`config.mk`:
```
export PLATFORM = sky130hd
export DESIGN_NAME = srw_top
export DESIGN_NICKNAME = d
export VERILOG_FILES = /design/src/pkg/srw_pkg.sv /design/src/logic/srw_top.sv /design/src/logic/srw_sync.sv
export SDC_FILE = /design/constraint.sdc
export NUM_CORES = 1
export LEC_CHECK = 0
export BUFFER_PORTS_ARGS = -buffer_cell sky130_fd_sc_hd__buf_2
export CAP_MARGIN = 20
export CORE_MARGIN = 2
export CORE_UTILIZATION = 60
export DETAILED_ROUTE_END_ITERATION = 8
export PLACE_DENSITY_LB_ADDON = 0.12
export SLEW_MARGIN = 20
export SYNTH_ARGS = -nofsm -noshare
export SYNTH_HDL_FRONTEND = slang
export SYNTH_HIERARCHICAL = 1
export SYNTH_SLANG_ARGS = --single-unit
```
`constraint.sdc`:
```
create_clock -name MCLK_I -period 3.1 [get_ports MCLK_I]
set_input_delay 0.31 -clock MCLK_I [delete_from_list [all_inputs] [get_ports MCLK_I]]
set_output_delay 0.31 -clock MCLK_I [all_outputs]
set_load 0.03 [all_outputs]
```
`src/pkg/srw_pkg.sv`:
```
// constants, types and state layout shared by the supervisor design
package srw_pkg;

    // ****************************************************************
    // clock and timebase
    // ****************************************************************
    localparam int CLK_HZ = 20_000_000;
    localparam int CLK_PERIOD_NS = 50;
    localparam int TICK_US = 1000;
    // one timebase tick per millisecond
    localparam int TICK_CYC_DEF = CLK_HZ / 1_000_000 * TICK_US;

    // ****************************************************************
    // reset hold time, nominal and window
    // ****************************************************************
    localparam int RESET_HOLD_MS = 200;
    localparam int RESET_HOLD_MIN_MS = 140;
    localparam int RESET_HOLD_MAX_MS = 280;
    localparam int RESET_HOLD_TICKS = RESET_HOLD_MS * 1000 / TICK_US;
    localparam longint RESET_HOLD_MIN_CYC = longint'(RESET_HOLD_MIN_MS) * (CLK_HZ / 1000);
    localparam longint RESET_HOLD_MAX_CYC = longint'(RESET_HOLD_MAX_MS) * (CLK_HZ / 1000);

    // ****************************************************************
    // watchdog period, nominal and window
    // ****************************************************************
    localparam int WD_PERIOD_MS = 1600;
    localparam int WD_PERIOD_MIN_MS = 1000;
    localparam int WD_PERIOD_MAX_MS = 2250;
    localparam int WD_PERIOD_TICKS = WD_PERIOD_MS * 1000 / TICK_US;
    localparam longint WD_PERIOD_MIN_CYC = longint'(WD_PERIOD_MIN_MS) * (CLK_HZ / 1000);
    localparam longint WD_PERIOD_MAX_CYC = longint'(WD_PERIOD_MAX_MS) * (CLK_HZ / 1000);

    // ****************************************************************
    // counter widths
    // ****************************************************************
    localparam int TICK_W = 16;
    localparam int HOLD_W = 12;
    localparam int WD_W = 12;

    // ****************************************************************
    // input bundle and its synchroniser reset value
    // ****************************************************************
    typedef struct packed {
        logic supply_low;
        logic manual_reset_in_n;
        logic watchdog_kick_in;
        logic kick_floating;
        logic powerfail_sense_in;
    } srw_in_t;

    // supply low and kick floating assumed until proven otherwise
    localparam srw_in_t SYNC_RST_VAL = '{
        supply_low: 1'b1,
        manual_reset_in_n: 1'b1,
        watchdog_kick_in: 1'b0,
        kick_floating: 1'b1,
        powerfail_sense_in: 1'b1
    };

    // ****************************************************************
    // reset sequencer states
    // ****************************************************************
    typedef enum logic [1:0] {
        RS_ASSERT = 2'b00,
        RS_HOLD = 2'b01,
        RS_RUN = 2'b10
    } srw_rst_state_t;

    // whole state of the top module
    typedef struct packed {
        srw_rst_state_t rst_state;
        logic [HOLD_W-1:0] hold_cnt;
        logic [TICK_W-1:0] tick_cnt;
        logic [WD_W-1:0] wd_cnt;
        logic wd_expired;
        logic kick_prev;
        logic rst_n;
        logic rst;
        logic wdo_n;
        logic pfo_n;
    } srw_state_t;

endpackage

```
`src/logic/srw_top.sv`:
```
// supervisor: system reset sequencer, watchdog and power-fail warning
//
// How it works
// - kick level unchanged for the watchdog period expires it; watchdog output goes low.
// - the watchdog period must fall between its minimum and maximum bounds.
// - a floating kick input disables the watchdog; it never expires.
// - watchdog counter stays cleared while the system reset is asserted.
// - every kick edge, rising or falling, restarts the watchdog count from zero.
// - expired watchdog output stays low until the counter is cleared.
// - supply low forces the watchdog output low regardless of the counter.
// - watchdog output rises at once when supply low clears, unless expired.
// - system reset is low for the hold time and while supply is low.
// - after supply low clears, reset stays asserted for the full hold time.
// - manual reset low asserts reset; hold time counts from its release.
// - the hold time must lie between its minimum and maximum bounds.
// - watchdog expiry alone never asserts the system reset.
// - active-high reset output is the complement of the active-low one only in the variant without watchdog; otherwise it stays low.
// - power-fail warning is low while the sense input is below reference.
// - supply low during a running reset restarts at least the minimum hold.
// - watchdog counts only after reset release and with the kick driven.
`timescale 1ns/10ps
`default_nettype none

module srw_top import srw_pkg::*; #(
    parameter bit HAS_WDOG = 1'b1,
    parameter int TICK_CYC = TICK_CYC_DEF,
    parameter int HOLD_TICKS = RESET_HOLD_TICKS,
    parameter int WD_TICKS = WD_PERIOD_TICKS,
    parameter bit CHECK_WINDOWS = 1'b1
)(
    input wire logic MCLK_I,
    input wire logic RST_I,
    input wire logic SUPPLY_LOW_I,
    input wire logic MANUAL_RESET_IN_N_I,
    input wire logic WATCHDOG_KICK_IN_I,
    input wire logic KICK_FLOATING_I,
    input wire logic POWERFAIL_SENSE_IN_I,
    output logic SYS_RESET_N_O,
    output logic SYS_RESET_O,
    output logic WATCHDOG_EXPIRED_N_O,
    output logic POWERFAIL_WARN_N_O
);

    // ****************************************************************
    // elaboration checks
    // ****************************************************************

    // counters are sized by the package; refuse what they cannot hold
    if (TICK_CYC < 2 || TICK_CYC >= (1 << TICK_W)) begin : g_bad_tick
        $error("tick divider out of range");
    end
    if (HOLD_TICKS < 1 || HOLD_TICKS >= (1 << HOLD_W)) begin : g_bad_hold
        $error("reset hold count out of range");
    end
    if (WD_TICKS < 1 || WD_TICKS >= (1 << WD_W)) begin : g_bad_wd
        $error("watchdog count out of range");
    end

    // timing windows; a shortened simulation build turns this off
    if (CHECK_WINDOWS) begin : g_windows
        localparam longint HOLD_CYC = longint'(HOLD_TICKS) * longint'(TICK_CYC);
        localparam longint WD_CYC = longint'(WD_TICKS) * longint'(TICK_CYC);
        if (HOLD_CYC < RESET_HOLD_MIN_CYC || HOLD_CYC > RESET_HOLD_MAX_CYC) begin : g_hold_win
            $error("reset hold time outside its window");
        end
        if (WD_CYC < WD_PERIOD_MIN_CYC || WD_CYC > WD_PERIOD_MAX_CYC) begin : g_wd_win
            $error("watchdog period outside its window");
        end
    end

    // ****************************************************************
    // input synchronisers
    // ****************************************************************
    srw_in_t in_raw;
    srw_in_t in_s;

    // all status pins cross into the timebase clock first
    assign in_raw = '{
        supply_low: SUPPLY_LOW_I,
        manual_reset_in_n: MANUAL_RESET_IN_N_I,
        watchdog_kick_in: WATCHDOG_KICK_IN_I,
        kick_floating: KICK_FLOATING_I,
        powerfail_sense_in: POWERFAIL_SENSE_IN_I
    };

    srw_sync #(
        .W($bits(srw_in_t)),
        .RST_VAL(SYNC_RST_VAL)
    ) u_sync (
        .clk_i(MCLK_I),
        .rst_i(RST_I),
        .d_i(in_raw),
        .q_o(in_s)
    );

    // ****************************************************************
    // state
    // ****************************************************************
    srw_state_t s_reg;
    srw_state_t s_next;

    // power-on value: reset asserted, counters cleared
    localparam srw_state_t STATE_RST = '{
        rst_state: RS_ASSERT,
        hold_cnt: '0,
        tick_cnt: '0,
        wd_cnt: '0,
        wd_expired: 1'b0,
        kick_prev: 1'b0,
        rst_n: 1'b0,
        rst: HAS_WDOG ? 1'b0 : 1'b1,
        wdo_n: 1'b1,
        pfo_n: 1'b1
    };

    localparam logic [TICK_W-1:0] TICK_LAST = TICK_W'(TICK_CYC - 1);
    localparam logic [HOLD_W-1:0] HOLD_LAST = HOLD_W'(HOLD_TICKS - 1);
    localparam logic [WD_W-1:0] WD_LAST = WD_W'(WD_TICKS - 1);

    // ****************************************************************
    // next-state logic
    // ****************************************************************
    logic tick;
    logic cause;
    logic kick_edge;
    logic wd_clear;

    always_comb begin
        s_next = s_reg;

        // a reset cause is supply low or manual reset pulled low
        cause = in_s.supply_low | ~in_s.manual_reset_in_n;

        // timebase divider; restarted while a cause is present so that
        // the hold time is exact from the moment the cause clears
        tick = (s_reg.tick_cnt == TICK_LAST);
        if (cause || tick) begin
            s_next.tick_cnt = '0;
        end else begin
            s_next.tick_cnt = s_reg.tick_cnt + 1'b1;
        end

        // reset sequencer
        unique case (s_reg.rst_state)
            RS_ASSERT: begin
                // held here as long as any cause stays active
                s_next.hold_cnt = '0;
                if (!cause) begin
                    s_next.rst_state = RS_HOLD;
                end
            end
            RS_HOLD: begin
                if (cause) begin
                    // a new cause restarts the whole hold time
                    s_next.rst_state = RS_ASSERT;
                    s_next.hold_cnt = '0;
                end else if (tick) begin
                    if (s_reg.hold_cnt == HOLD_LAST) begin
                        s_next.rst_state = RS_RUN;
                    end else begin
                        s_next.hold_cnt = s_reg.hold_cnt + 1'b1;
                    end
                end
            end
            RS_RUN: begin
                if (cause) begin
                    s_next.rst_state = RS_ASSERT;
                end
            end
        endcase

        // only the sequencer drives the reset; watchdog never does
        s_next.rst_n = (s_next.rst_state == RS_RUN);
        // complement only exists in the variant without watchdog
        s_next.rst = HAS_WDOG ? 1'b0 : ~s_next.rst_n;

        // watchdog kick edges, either direction
        kick_edge = in_s.watchdog_kick_in ^ s_reg.kick_prev;
        s_next.kick_prev = in_s.watchdog_kick_in;

        // clearing conditions: reset, floating kick, kick edge, variant
        wd_clear = ~s_reg.rst_n | in_s.kick_floating | kick_edge | ~HAS_WDOG;

        if (wd_clear) begin
            s_next.wd_cnt = '0;
            s_next.wd_expired = 1'b0;
        end else if (tick && !s_reg.wd_expired) begin
            if (s_reg.wd_cnt == WD_LAST) begin
                s_next.wd_expired = 1'b1;
            end else begin
                s_next.wd_cnt = s_reg.wd_cnt + 1'b1;
            end
        end

        // watchdog output doubles as low-line flag; no minimum low time,
        // so it follows supply low within one clock of the synchroniser
        if (HAS_WDOG) begin
            s_next.wdo_n = ~(s_next.wd_expired | in_s.supply_low);
        end else begin
            s_next.wdo_n = 1'b1;
        end

        // power-fail comparator result passes straight through
        s_next.pfo_n = in_s.powerfail_sense_in;
    end

    // ****************************************************************
    // state register
    // ****************************************************************

    // synchronous reset; outputs come straight from this register
    always_ff @(posedge MCLK_I) begin
        if (RST_I) begin
            s_reg <= STATE_RST;
        end else begin
            s_reg <= s_next;
        end
    end

    // ****************************************************************
    // outputs
    // ****************************************************************
    assign SYS_RESET_N_O = s_reg.rst_n;
    assign SYS_RESET_O = s_reg.rst;
    assign WATCHDOG_EXPIRED_N_O = s_reg.wdo_n;
    assign POWERFAIL_WARN_N_O = s_reg.pfo_n;

endmodule

`default_nettype wire

```
`src/logic/srw_sync.sv`:
```
// two-flop synchroniser for a bundle of level inputs
`timescale 1ns/10ps
`default_nettype none

module srw_sync #(
    parameter int W = 5,
    parameter logic [W-1:0] RST_VAL = '0
)(
    input wire logic clk_i,
    input wire logic rst_i,
    input wire logic [W-1:0] d_i,
    output logic [W-1:0] q_o
);

    // ****************************************************************
    // synchroniser stages
    // ****************************************************************
    logic [W-1:0] meta_reg;

    // first stage feeds only the second stage
    always_ff @(posedge clk_i) begin
        if (rst_i) begin
            meta_reg <= RST_VAL;
            q_o <= RST_VAL;
        end else begin
            meta_reg <= d_i;
            q_o <= meta_reg;
        end
    end

endmodule

`default_nettype wire

```
# Word-level counts from Yosys, hierarchy flattened
# Index checks and enable logic that the tools add are counted.
# W data, S select, Z words.
[word_totals]
elab_cells = 52
regBits = 58
out_inout_bits = 4
[classes]
add_sub_neg = 3
mux = 11
n_reduce_logical = 9
n_eq_ne = 8
bitwise_logic = 9
[op_table]
columns = ["cell", "count"]
rows = [
  ["$mux W14", 2],
  ["$add A12 B1 Y12 const B", 2],
  ["$pmux W12 S2", 1],
  ["$add A16 B1 Y16 const B", 1],
  ["$eq A16 B15 Y1 const B", 1],
  ["$eq A12 B11 Y1 const B", 1],
  ["$eq A12 B8 Y1 const B", 1],
  ["$mux W12", 1],
  ["$mux W2", 3],
  ["$ne A3 B3 Y1 const B", 2],
  ["$pmux W2 S3", 1],
  ["$eq A2 B2 Y1 const B", 2],
  ["$not A1 Y1", 4],
  ["$or A1 B1 Y1", 4],
  ["$reduce_or A2 Y1", 2],
  ["$mux W1", 3],
  ["$reduce_and A3 Y1", 1],
  ["$eq A2 B1 Y1 const B", 1],
  ["$logic_not A2 Y1", 1],
  ["$reduce_and A2 Y1", 1],
  ["$reduce_bool A2 Y1", 1],
  ["$logic_and A1 B1 Y1", 1],
  ["$logic_not A1 Y1", 1],
  ["$logic_or A1 B1 Y1", 1],
  ["$xor A1 B1 Y1", 1],
]

# Depth between registers and ports, before layout
# Gate-level depths: netlist of the first run.
[logic_depth]
depth_word = 6
ltp_mapped = 7
mapped_depth_nobuf = 7

# Modules after synthesis
# Netlist of the first run, hierarchy kept.
[modules_own_cells]
columns = ["module", "instances", "area_per_inst_um2", "cells_per_inst"]
rows = [
  ["srw_top", 1, 2283.4, 263],
  ["srw_sync", 1, 262.8, 20],
]

# Worst setup path before layout of the first run
# OpenSTA, ideal clock, no wires.
[synth_path]
kind = "register to register"
from = "register s_reg[30] in the netlist's numbering"
to = "register s_reg[44] in the netlist's numbering"
path_slack_ns = 0.958
period_less_slack_ns = 2.142
setup_ns = 0.070
arrival_ns = 2.072
required_time_ns = 3.030
path_stages_with_launch = 6
path_cell_list = "dfxtp_1 -> or4b_4 -> nor4_4 -> nand2_4 -> or4_1 -> a21oi_1"
[synth_between]
elab_chain_cells = 3
[synth_rtl]
columns = ["element", "line_no", "source"]
rows = [
  ["from (decl)", "srw_top.sv:99", "srw_state_t s_reg;"],
  ["from (signal assigned)", "srw_top.sv:216", "s_reg <= s_next;"],
  ["$eq A16 B15 Y1", "srw_top.sv:136", "tick = (s_reg.tick_cnt == TICK_LAST);"],
  ["$ne A3 B3 Y1 (no source line)", "--", ""],
  ["$reduce_and A3 Y1 (no source line)", "--", ""],
]
# No other way between the ends.
# A chain may end at the register's enable or synchronous reset.

# Worst setup path after layout of the first run
# Same ends and word-level chain as after synthesis.

==> qor.yml, run 1 <==
netlist.top_cell.by_area: "dfxtp_1"
synth_compound_area_frac: 0.0737
ant_nets: 0
power.density_mw_per_mm2: 556
hold_violations: 0
crit_required_ns: 3.37
r2r-start: "s_reg[30]$_SDFF_PP0_"
synthAdderAreaFrac: 0.0295
start_util: 0.632
dp_slack_ns: 0.752
fin_ws_ns: 0.712
nNetsFinal: 308
postCtsSetupBuffers: 0
synth_area_mm2: 0.00255
path_class: "reg -> reg"
wl_per_cell_um: 12.4
power_uw: 1580
path_buf_inv: 0
yosysTopAreaCellShare: 0.448
slew_headroom: 0.417
setup_viol: 0
dr.pass1.iters: 4
largest_reg_flops: 44
skew_ns: 0.00435
cap_violations: 0
worst_pin_slew_ns: 0.867
cp-start-kind: "register"
drive_gt1_frac: 0.153
cts_buffers: 9
synth.avg_cell_area_um2: 9.00
final_cell_mix: "dfxtp_1, nor2_1, nand3_1, xnor2_1"
grt_max_degree: 21
synthesis.nets: 296
cts_hold_buf: 0
whs_ns: 0.146
instances_no_fill: 350
end_kind: "register"
clk_latency_ns: 0.33
drt-initial-drc-count: 116
numPortBuffers: 9
fmax_mhz: 419
synth_edf_count: 0
synthFlopType: "dfxtp_1"
dr_total_vias: 1960
dp_hpwl_um: 2950
cts.repair.resized: 0
synthCells: 283
vdd_ir_drop_max_v: 0.000358
status: "completed"
num_io_pins: 11
grt-ovfl-total: 0
synth-simple-area-share: 0.318
layout_min_cycle_time_ns: 2.39
cp-startpoint: "s_reg[30]$_SDFF_PP0_"
netlist-cell-type-count: 46
synth_top_family_by_area: "simple AND/OR/NAND/NOR gates"
place_congestion: 0.808
seq_area_frac_synth: 0.448
critPathTopFamily: "simple AND/OR/NAND/NOR gates"
drt_wl_total_um: 4350
die_h_um: 69.1
cts_buffer_depth: 2
antenna_found_initial: 0
hold_class: "in -> reg"
p_leak_uw: 0.000949
cp.arrival_ns: 2.66
yosys-top-cells-area: "dfxtp_1, nor2_1, xnor2_1"
row_count: 23
ys_ff_latch: 57
cts_tree: "done"
synth_xor_area_frac: 0.0929
yosysWarnings: 6
core_mm2: 0.00403
diodes: 0
die_area_mm2: 0.00478
clock-root-buffer: "clkbuf_8"
cp_slowest_cell: "nor4_4"
area_delta_synth_final_pct: 11.8
place_inst: 334
grt.total_usage: 0.202
fp.dieW_um: 69.1
cts.sinks: 57
cp_max_fo: 10
path_cells: "or4b_4 -> nor4_4 -> nand2_4 -> or4_1 -> a21oi_1"
async_reset_ff_frac: 0
synth_mux_area_frac: 0.00786
grt_pass1_vias: 1846
tns_ns: 0
clkSlewWorstSetupHoldPaths_ns: 0.06
min_period_over_period: 0.770
drc: 0
layout_commonest_cell: "dfxtp_1"
slowest_delay_ns: 0.59
via_per_inst: 5.60
grt_setup_unrepaired: "false"
h-tree-depth: 3
maxSlewViolCount: 0
grt_pass1_wl_um: 7900
min_from: "POWERFAIL_SENSE_IN_I"
## power breakdown
| group | internal, uW | switching (uW) | total [uW] | leakage, uW |
|---|---|---|---|---|
| Sequential | 741 | 2.93 | 744 | 0.000462 |
| Clock | 518 | 290 | 808 | 0.000123 |
| Combinational | 12.6 | 19.4 | 32.0 | 0.000364 |
| Total | 1270 | 313 | 1580 | 0.000949 |
## synth_stat cells (2+ instances only)
library cell  number
o21ai_0            9
dfxtp_1           57
ha_1               6
nor4b_1            3
nand2b_1           2
mux2i_1            2
or2_2              3
or4_1              4
nand4_1           10
nor2b_1            6
or3_2              8
nand2_1           14
xor2_1            11
a21oi_1           14
nor4_1             7
nand3_1           16
xnor2_1           16
nor2_1            38
and3_2             3
clkbuf_1           4
o31ai_1            2
and4_1             2
or2_1              8
nor3_1             4
inv_1              7
and3_1             7
## area by class of cell
cell class / instances / area [um^2]
clock inverter: 4 / 73.8
tap: 50 / 62.6
fill: 331 / 1180
inverter: 7 / 26.3
clock buffer: 12 / 165
timing repair buffer: 9 / 45.0
multi-input combinational: 211 / 1330
sequential: 57 / 1140
## logic make-up after synthesis
kind of cell	after synthesis
muxes	2
and+or+nand+nor	143
DFF	57
adders and majority gates	6
AOI/OAI and AO/OA	32
xor gates and xnor gates	27
buffers and inverters	15
other	1
## path summary, 6_finish.rpt
kind / cells past startpoint / end / slack, ns
hold / removal: 2 / u_sync/meta_reg[0]$_SDFF_PP1_ / 0.15
hold reg to reg: 1 / u_sync/q_o[1]$_SDFF_PP1_ / 0.41
setup / recovery: 5 / s_reg[44]$_SDFFE_PP0P_ / 0.71
setup reg to reg: 5 / s_reg[44]$_SDFFE_PP0P_ / 0.71
## per-stage QoR
stage                     cell area (um^2)  utilization
after floorplan                       2550            -
after global placement                2610        0.648
after detailed placement              2610        0.648
after CTS                             2850        0.707
after global routing                  2850        0.707
final                                 2850        0.707
## per-layer routing
metal | share of wire | global-route usage
met1 | 0.50 | 0.262
met2 | 0.45 | 0.306
met3 | 0.028 | 0.0453
met4 | 0.029 | 0.120
met5 | 0 | 0
(Power assumes the default switching activity.)
==> inputs of run 2 (changes only) <==
clock period = 2.45 ns   (was 3.1 ns; I/O delays follow)
==> qor.yml, run 2 (synthesis gave the netlist of run 1 again) <==
status: "completed"
r2r-start: "s_reg[30]$_SDFF_PP0_"
slew_headroom: 0.526  # +0.109
p_switching_uw: 402  # +29%
grt-ovfl-total: 0  # unchanged
cts.repair.resized: 0  # unchanged
core_mm2: 0.00403  # unchanged
cp.depth: 5  # unchanged
dp_hpwl_um: 2930  # -0.57%
slowest_delay_ns: 0.57  # -0.02 ns
row_count: 23  # unchanged
power.density_mw_per_mm2: 675  # +21%
diodes: 0  # unchanged
hold_class: "in -> reg"
ant_nets: 0  # unchanged
fp.dieW_um: 69.1  # unchanged
hold_violations: 0  # unchanged
tns_ns: 0  # unchanged
cts_buffers: 9  # unchanged
cts_buffer_depth: 2  # unchanged
ff2ff_path_depth: 5  # unchanged
die_h_um: 69.1  # unchanged
vdd_ir_drop_max_v: 0.000442  # +23%
drive_gt1_frac: 0.161  # +0.00785
place_inst: 338  # +1.2%
pwr-share-clk: 0.489  # -0.021
r2r_slack_ns: 0.19  # -0.52 ns
cap_violations: 0  # unchanged
grt.total_usage: 0.203  # +0.00129
path_class: "reg -> reg"
switching_share: 0.209  # +0.0118
drc: 0  # unchanged
path_cells: "or4b_4 -> nor4_4 -> nand2_4 -> or4_1 -> a21oi_1"
cp_max_fo: 10  # unchanged
final_cell_mix: "dfxtp_1, nor2_1, nand3_1, xnor2_1"
layout_min_cycle_time_ns: 2.26  # -0.132 ns
start_util: 0.632  # unchanged
pwr-share-seq: 0.490  # +0.020
area_delta_synth_final_pct: 11.9  # about the same
clock-root-buffer: "clkbuf_8"
cp-endpoint: "s_reg[44]$_SDFFE_PP0P_"
cts.sinks: 57  # unchanged
clkSlewWorstSetupHoldPaths_ns: 0.06  # about the same
min_period_over_period: 0.921  # +0.150
postCtsSetupBuffers: 0  # unchanged
dr.pass1.iters: 4  # unchanged
cp.arrival_ns: 2.52  # -0.14 ns
via_per_inst: 5.63  # +0.48%
instances_no_fill: 354  # +1.1%
h-tree-depth: 3  # unchanged
grt_pass1_vias: 1822  # -1.3%
setup_viol: 0  # unchanged
drt-initial-drc-count: 129  # +11%
cp_slowest_cell: "or4b_4"
p_comb_frac: 0.021  # about the same
grt_max_degree: 21  # unchanged
grt_pass1_wl_um: 7870  # -0.43%
critPathTopFamily: "simple AND/OR/NAND/NOR gates"
power.internal_uw: 1520  # +20%
worst_pin_slew_ns: 0.711  # -0.156 ns
path_buf_inv: 0  # unchanged
reg2reg_to: "s_reg[44]$_SDFFE_PP0P_"
numPortBuffers: 9  # unchanged
grt_setup_unrepaired: "false"
die_area_mm2: 0.00478  # unchanged
p_leak_uw: 0.000953  # +0.42%
clk_latency_ns: 0.34  # about the same
maxSlewViolCount: 0  # unchanged
cts_hold_buf: 0  # unchanged
drt_wl_total_um: 4460  # +2.6%
num_io_pins: 11  # unchanged
place_congestion: 0.817  # +1.1%
layout_commonest_cell: "dfxtp_1"
skew_ns: 0.00672  # +0.00237 ns
crit_required_ns: 2.72  # -0.65 ns
cts_tree: "done"
nNetsFinal: 312  # +1.3%
antenna_found_initial: 0  # unchanged
end_kind: "register"
cp-start-kind: "register"
cp-startpoint: "s_reg[30]$_SDFF_PP0_"
dr_total_vias: 1992  # +1.6%
wl_per_cell_um: 12.6  # +1.5%
fmax_mhz: 443  # +5.9%
largest_reg_flops: 44  # unchanged
==> run 2: cell types whose count changed in the layout (fill, tap and decap cells not counted), sizes merged <==
cell      change
buf           +4
clkbuf        -2
clkinv        +1
clkinvlp      +1
==> run 2: through the flow <==
stage	utilization	total power, uW	hold slack (ns)	instance area [um^2]	setup WS (ns)
floorplan	-	993	0.317	2550	0.308
global placement	0.655	1000	0.385	2640	0.289
detailed placement	0.655	1000	0.393	2640	0.238
CTS	0.707	1940	0.0751	2850	0.204
global route	0.707	1980	0.0935	2850	0.0675
finish	0.707	1920	0.0878	2850	0.194
==> run 2: how the worst min path moves through the flow <==
| stage | start | to | slack, ns | cells after the start |
|---|---|---|---|---|
| 2_1_floorplan | RST_I | u_sync/meta_reg[2]$_SDFF_PP0_ | 0.32 | 1 |
| 3_3_place_gp | u_sync/meta_reg[0]$_SDFF_PP1_ | u_sync/q_o[0]$_SDFF_PP1_ | 0.38 | 1 |
| 3_5_place_dp | u_sync/meta_reg[4]$_SDFF_PP1_ | u_sync/q_o[4]$_SDFF_PP1_ | 0.39 | 1 |
| 4_1_cts | SUPPLY_LOW_I | u_sync/meta_reg[4]$_SDFF_PP1_ | 0.08 | 2 |
| 5_1_grt | KICK_FLOATING_I | u_sync/meta_reg[1]$_SDFF_PP1_ | 0.09 | 2 |
| 6_report | POWERFAIL_SENSE_IN_I | u_sync/meta_reg[0]$_SDFF_PP1_ | 0.09 | 2 |
==> run 2: layer usage <==
layer  up-vias  wire length, um  track usage
li1       1031                -            -
met1       911             2240        0.264
met2        36             1970        0.310
met3        14              137       0.0439
met4         0              121        0.118
met5         -                0            0
==> run 2: power by group through the flow <==
stage                     sequential, uW  clock [uW]  combinational [uW]
final                                941         941                40.5
after global routing                 942         993                46.7
after CTS                            941         959                40.6
after detailed placement             962           0                40.4
after global placement               962           0                40.0
after floorplan                      964           0                28.5
==> run 2: area by class of cell <==
type | instances | area [um^2]
timing repair buffer | 13 | 75.1
sequential | 57 | 1140
clock inverter | 6 | 82.6
fill | 315 | 1180
multi-input combinational | 211 | 1330
clock buffer | 10 | 128
inverter | 7 | 26.3
tap | 50 | 62.6
==> inputs of run 3 (changes only) <==
CTS_BUF_LIST = sky130_fd_sc_hd__clkbuf_16   (was unset)
==> qor.yml, run 3 (synthesis gave the netlist of run 1 again) <==
p_leak_uw: 0.00100  # +5.3%
maxSlewViolCount: 0  # unchanged
fp.dieW_um: 69.1  # unchanged
grt-ovfl-total: 0  # unchanged
clk_latency_ns: 0.32  # -0.02 ns
cp_slowest_cell: "or4b_4"
r2r-start: "s_reg[30]$_SDFF_PP0_"
largest_reg_flops: 44  # unchanged
skew_ns: 0.00657  # -0.000148 ns
numPortBuffers: 9  # unchanged
slowest_delay_ns: 0.57  # about the same
power_uw: 2270  # +18%
wl_per_cell_um: 13.0  # +3.0%
reg2reg_to: "s_reg[44]$_SDFFE_PP0P_"
place_congestion: 0.817  # unchanged
dr_total_vias: 1958  # -1.7%
slew_headroom: 0.526  # about the same
grt_max_degree: 21  # unchanged
final_cell_mix: "dfxtp_1, nor2_1, nand3_1, xnor2_1"
row_count: 23  # unchanged
pwr-share-clk: 0.566  # +0.077
postCtsSetupBuffers: 0  # unchanged
pwr-share-seq: 0.416  # -0.074
min_path_cells: 2  # unchanged
hold_class: "in -> reg"
dp_hpwl_um: 2930  # unchanged
dr.pass1.iters: 4  # unchanged
grt_setup_unrepaired: "false"
cts_hold_buf: 0  # unchanged
regArea_mm2: 0.00114  # unchanged
cap_violations: 0  # unchanged
path_buf_inv: 0  # unchanged
power.density_mw_per_mm2: 769  # +14%
clkSlewWorstSetupHoldPaths_ns: 0.05  # about the same
min_period_over_period: 0.915  # -0.00613
setup_viol: 0  # unchanged
area_delta_synth_final_pct: 15.9
cp-startpoint: "s_reg[30]$_SDFF_PP0_"
min_from: "SUPPLY_LOW_I"
drc: 0  # unchanged
critPathTopFamily: "simple AND/OR/NAND/NOR gates"
fmax_mhz: 446  # +0.67%
cts.repair.resized: 0  # unchanged
path_class: "reg -> reg"
worst_pin_slew_ns: 0.711  # +0.0000653 ns
nNetsFinal: 312  # unchanged
end_kind: "register"
cp.arrival_ns: 2.49  # -0.03 ns
r2r_slack_ns: 0.21  # +0.02 ns
crit_required_ns: 2.70  # -0.02 ns
die_h_um: 69.1  # unchanged
hold_violations: 0  # unchanged
layout_min_cycle_time_ns: 2.24  # -0.0150 ns
p_comb_frac: 0.018  # -0.003
p_switching_uw: 436  # +8.4%
ff2ff_path_depth: 5  # unchanged
cp_max_fo: 10  # unchanged
diodes: 0  # unchanged
antenna_found_initial: 0  # unchanged
cp-start-kind: "register"
nFillCells: 299  # -5.1%
clock-root-buffer: "clkbuf_16"
tns_ns: 0  # unchanged
grt.total_usage: 0.213  # +0.00979
status: "completed"
cts_buffers: 9  # unchanged
grt_pass1_wl_um: 8180  # +3.9%
vdd_ir_drop_max_v: 0.000546  # +23%
layout_commonest_cell: "dfxtp_1"
hold_end: "u_sync/meta_reg[4]$_SDFF_PP1_"
drive_gt1_frac: 0.161  # unchanged
switching_share: 0.192  # -0.0171
num_io_pins: 11  # unchanged
drt-initial-drc-count: 120  # -7.0%
die_area_mm2: 0.00478  # unchanged
drt_wl_total_um: 4600  # +3.0%
via_per_inst: 5.53  # -1.7%
multi_input_area_mm2: 0.00133  # unchanged
grt_pass1_vias: 1838  # +0.88%
start_util: 0.632  # unchanged
path_cells: "or4b_4 -> nor4_4 -> nand2_4 -> or4_1 -> a21oi_1"
cts.sinks: 57  # unchanged
cts_tree: "done"
cts_buffer_depth: 2  # unchanged
power.internal_uw: 1830  # +21%
ant_nets: 0  # unchanged
core_mm2: 0.00403  # unchanged
h-tree-depth: 3  # unchanged
==> run 3: worst max path at each step <==
stage	to	slack [ns]	cells after the start
floorplan	s_reg[44]$_SDFFE_PP0P_	0.31	5
global placement	s_reg[44]$_SDFFE_PP0P_	0.29	5
detailed placement	s_reg[44]$_SDFFE_PP0P_	0.24	5
CTS	s_reg[44]$_SDFFE_PP0P_	0.22	5
global route	s_reg[7]$_SDFFE_PP0P_	0.08	6
finish	s_reg[44]$_SDFFE_PP0P_	0.21	5
==> run 3: per-stage QoR <==
stage / setup WS, ns / area, um^2 / std cells / hold WS [ns] / util
CTS: 0.218 / 2950 / 354 / 0.0945 / 0.732
global route: 0.0819 / 2950 / 354 / 0.106 / 0.732
finish: 0.209 / 2950 / 354 / 0.106 / 0.732
floorplan: 0.308 / 2550 / 283 / 0.317 / -
global placement: 0.289 / 2640 / 338 / 0.385 / 0.655
detailed placement: 0.238 / 2640 / 338 / 0.393 / 0.655
==> run 3: cell type report <==
class                      count  area share
tap                           50      0.0212
timing repair buffer          13      0.0254
sequential                    57       0.387
inverter                       7     0.00891
clock buffer                   9      0.0763
multi-input combinational    211       0.452
clock inverter                 7      0.0293
==> run 3: layer usage <==
metal	global-route usage	share of wire
met3	0.0658	0.032
met1	0.268	0.49
met4	0.0980	0.013
met2	0.333	0.46
met5	0	0
==> run 3: worst reg2reg max path: cells and delay by family (launching register included) <==
kind	cells	cell delay, ns
AO/OA/AOI/OAI	1	0.15
AND/OR/NAND/NOR	4	1.69
flip-flops	1	0.33
==> run 3: power by group through the flow <==
stage,Sequential (uW),Combinational [uW],Clock (uW)
floorplan,964,28.5,0
global placement,962,40.0,0
detailed placement,962,40.4,0
CTS,943,40.6,1310
global route,943,47.0,1350
finish,944,40.4,1290
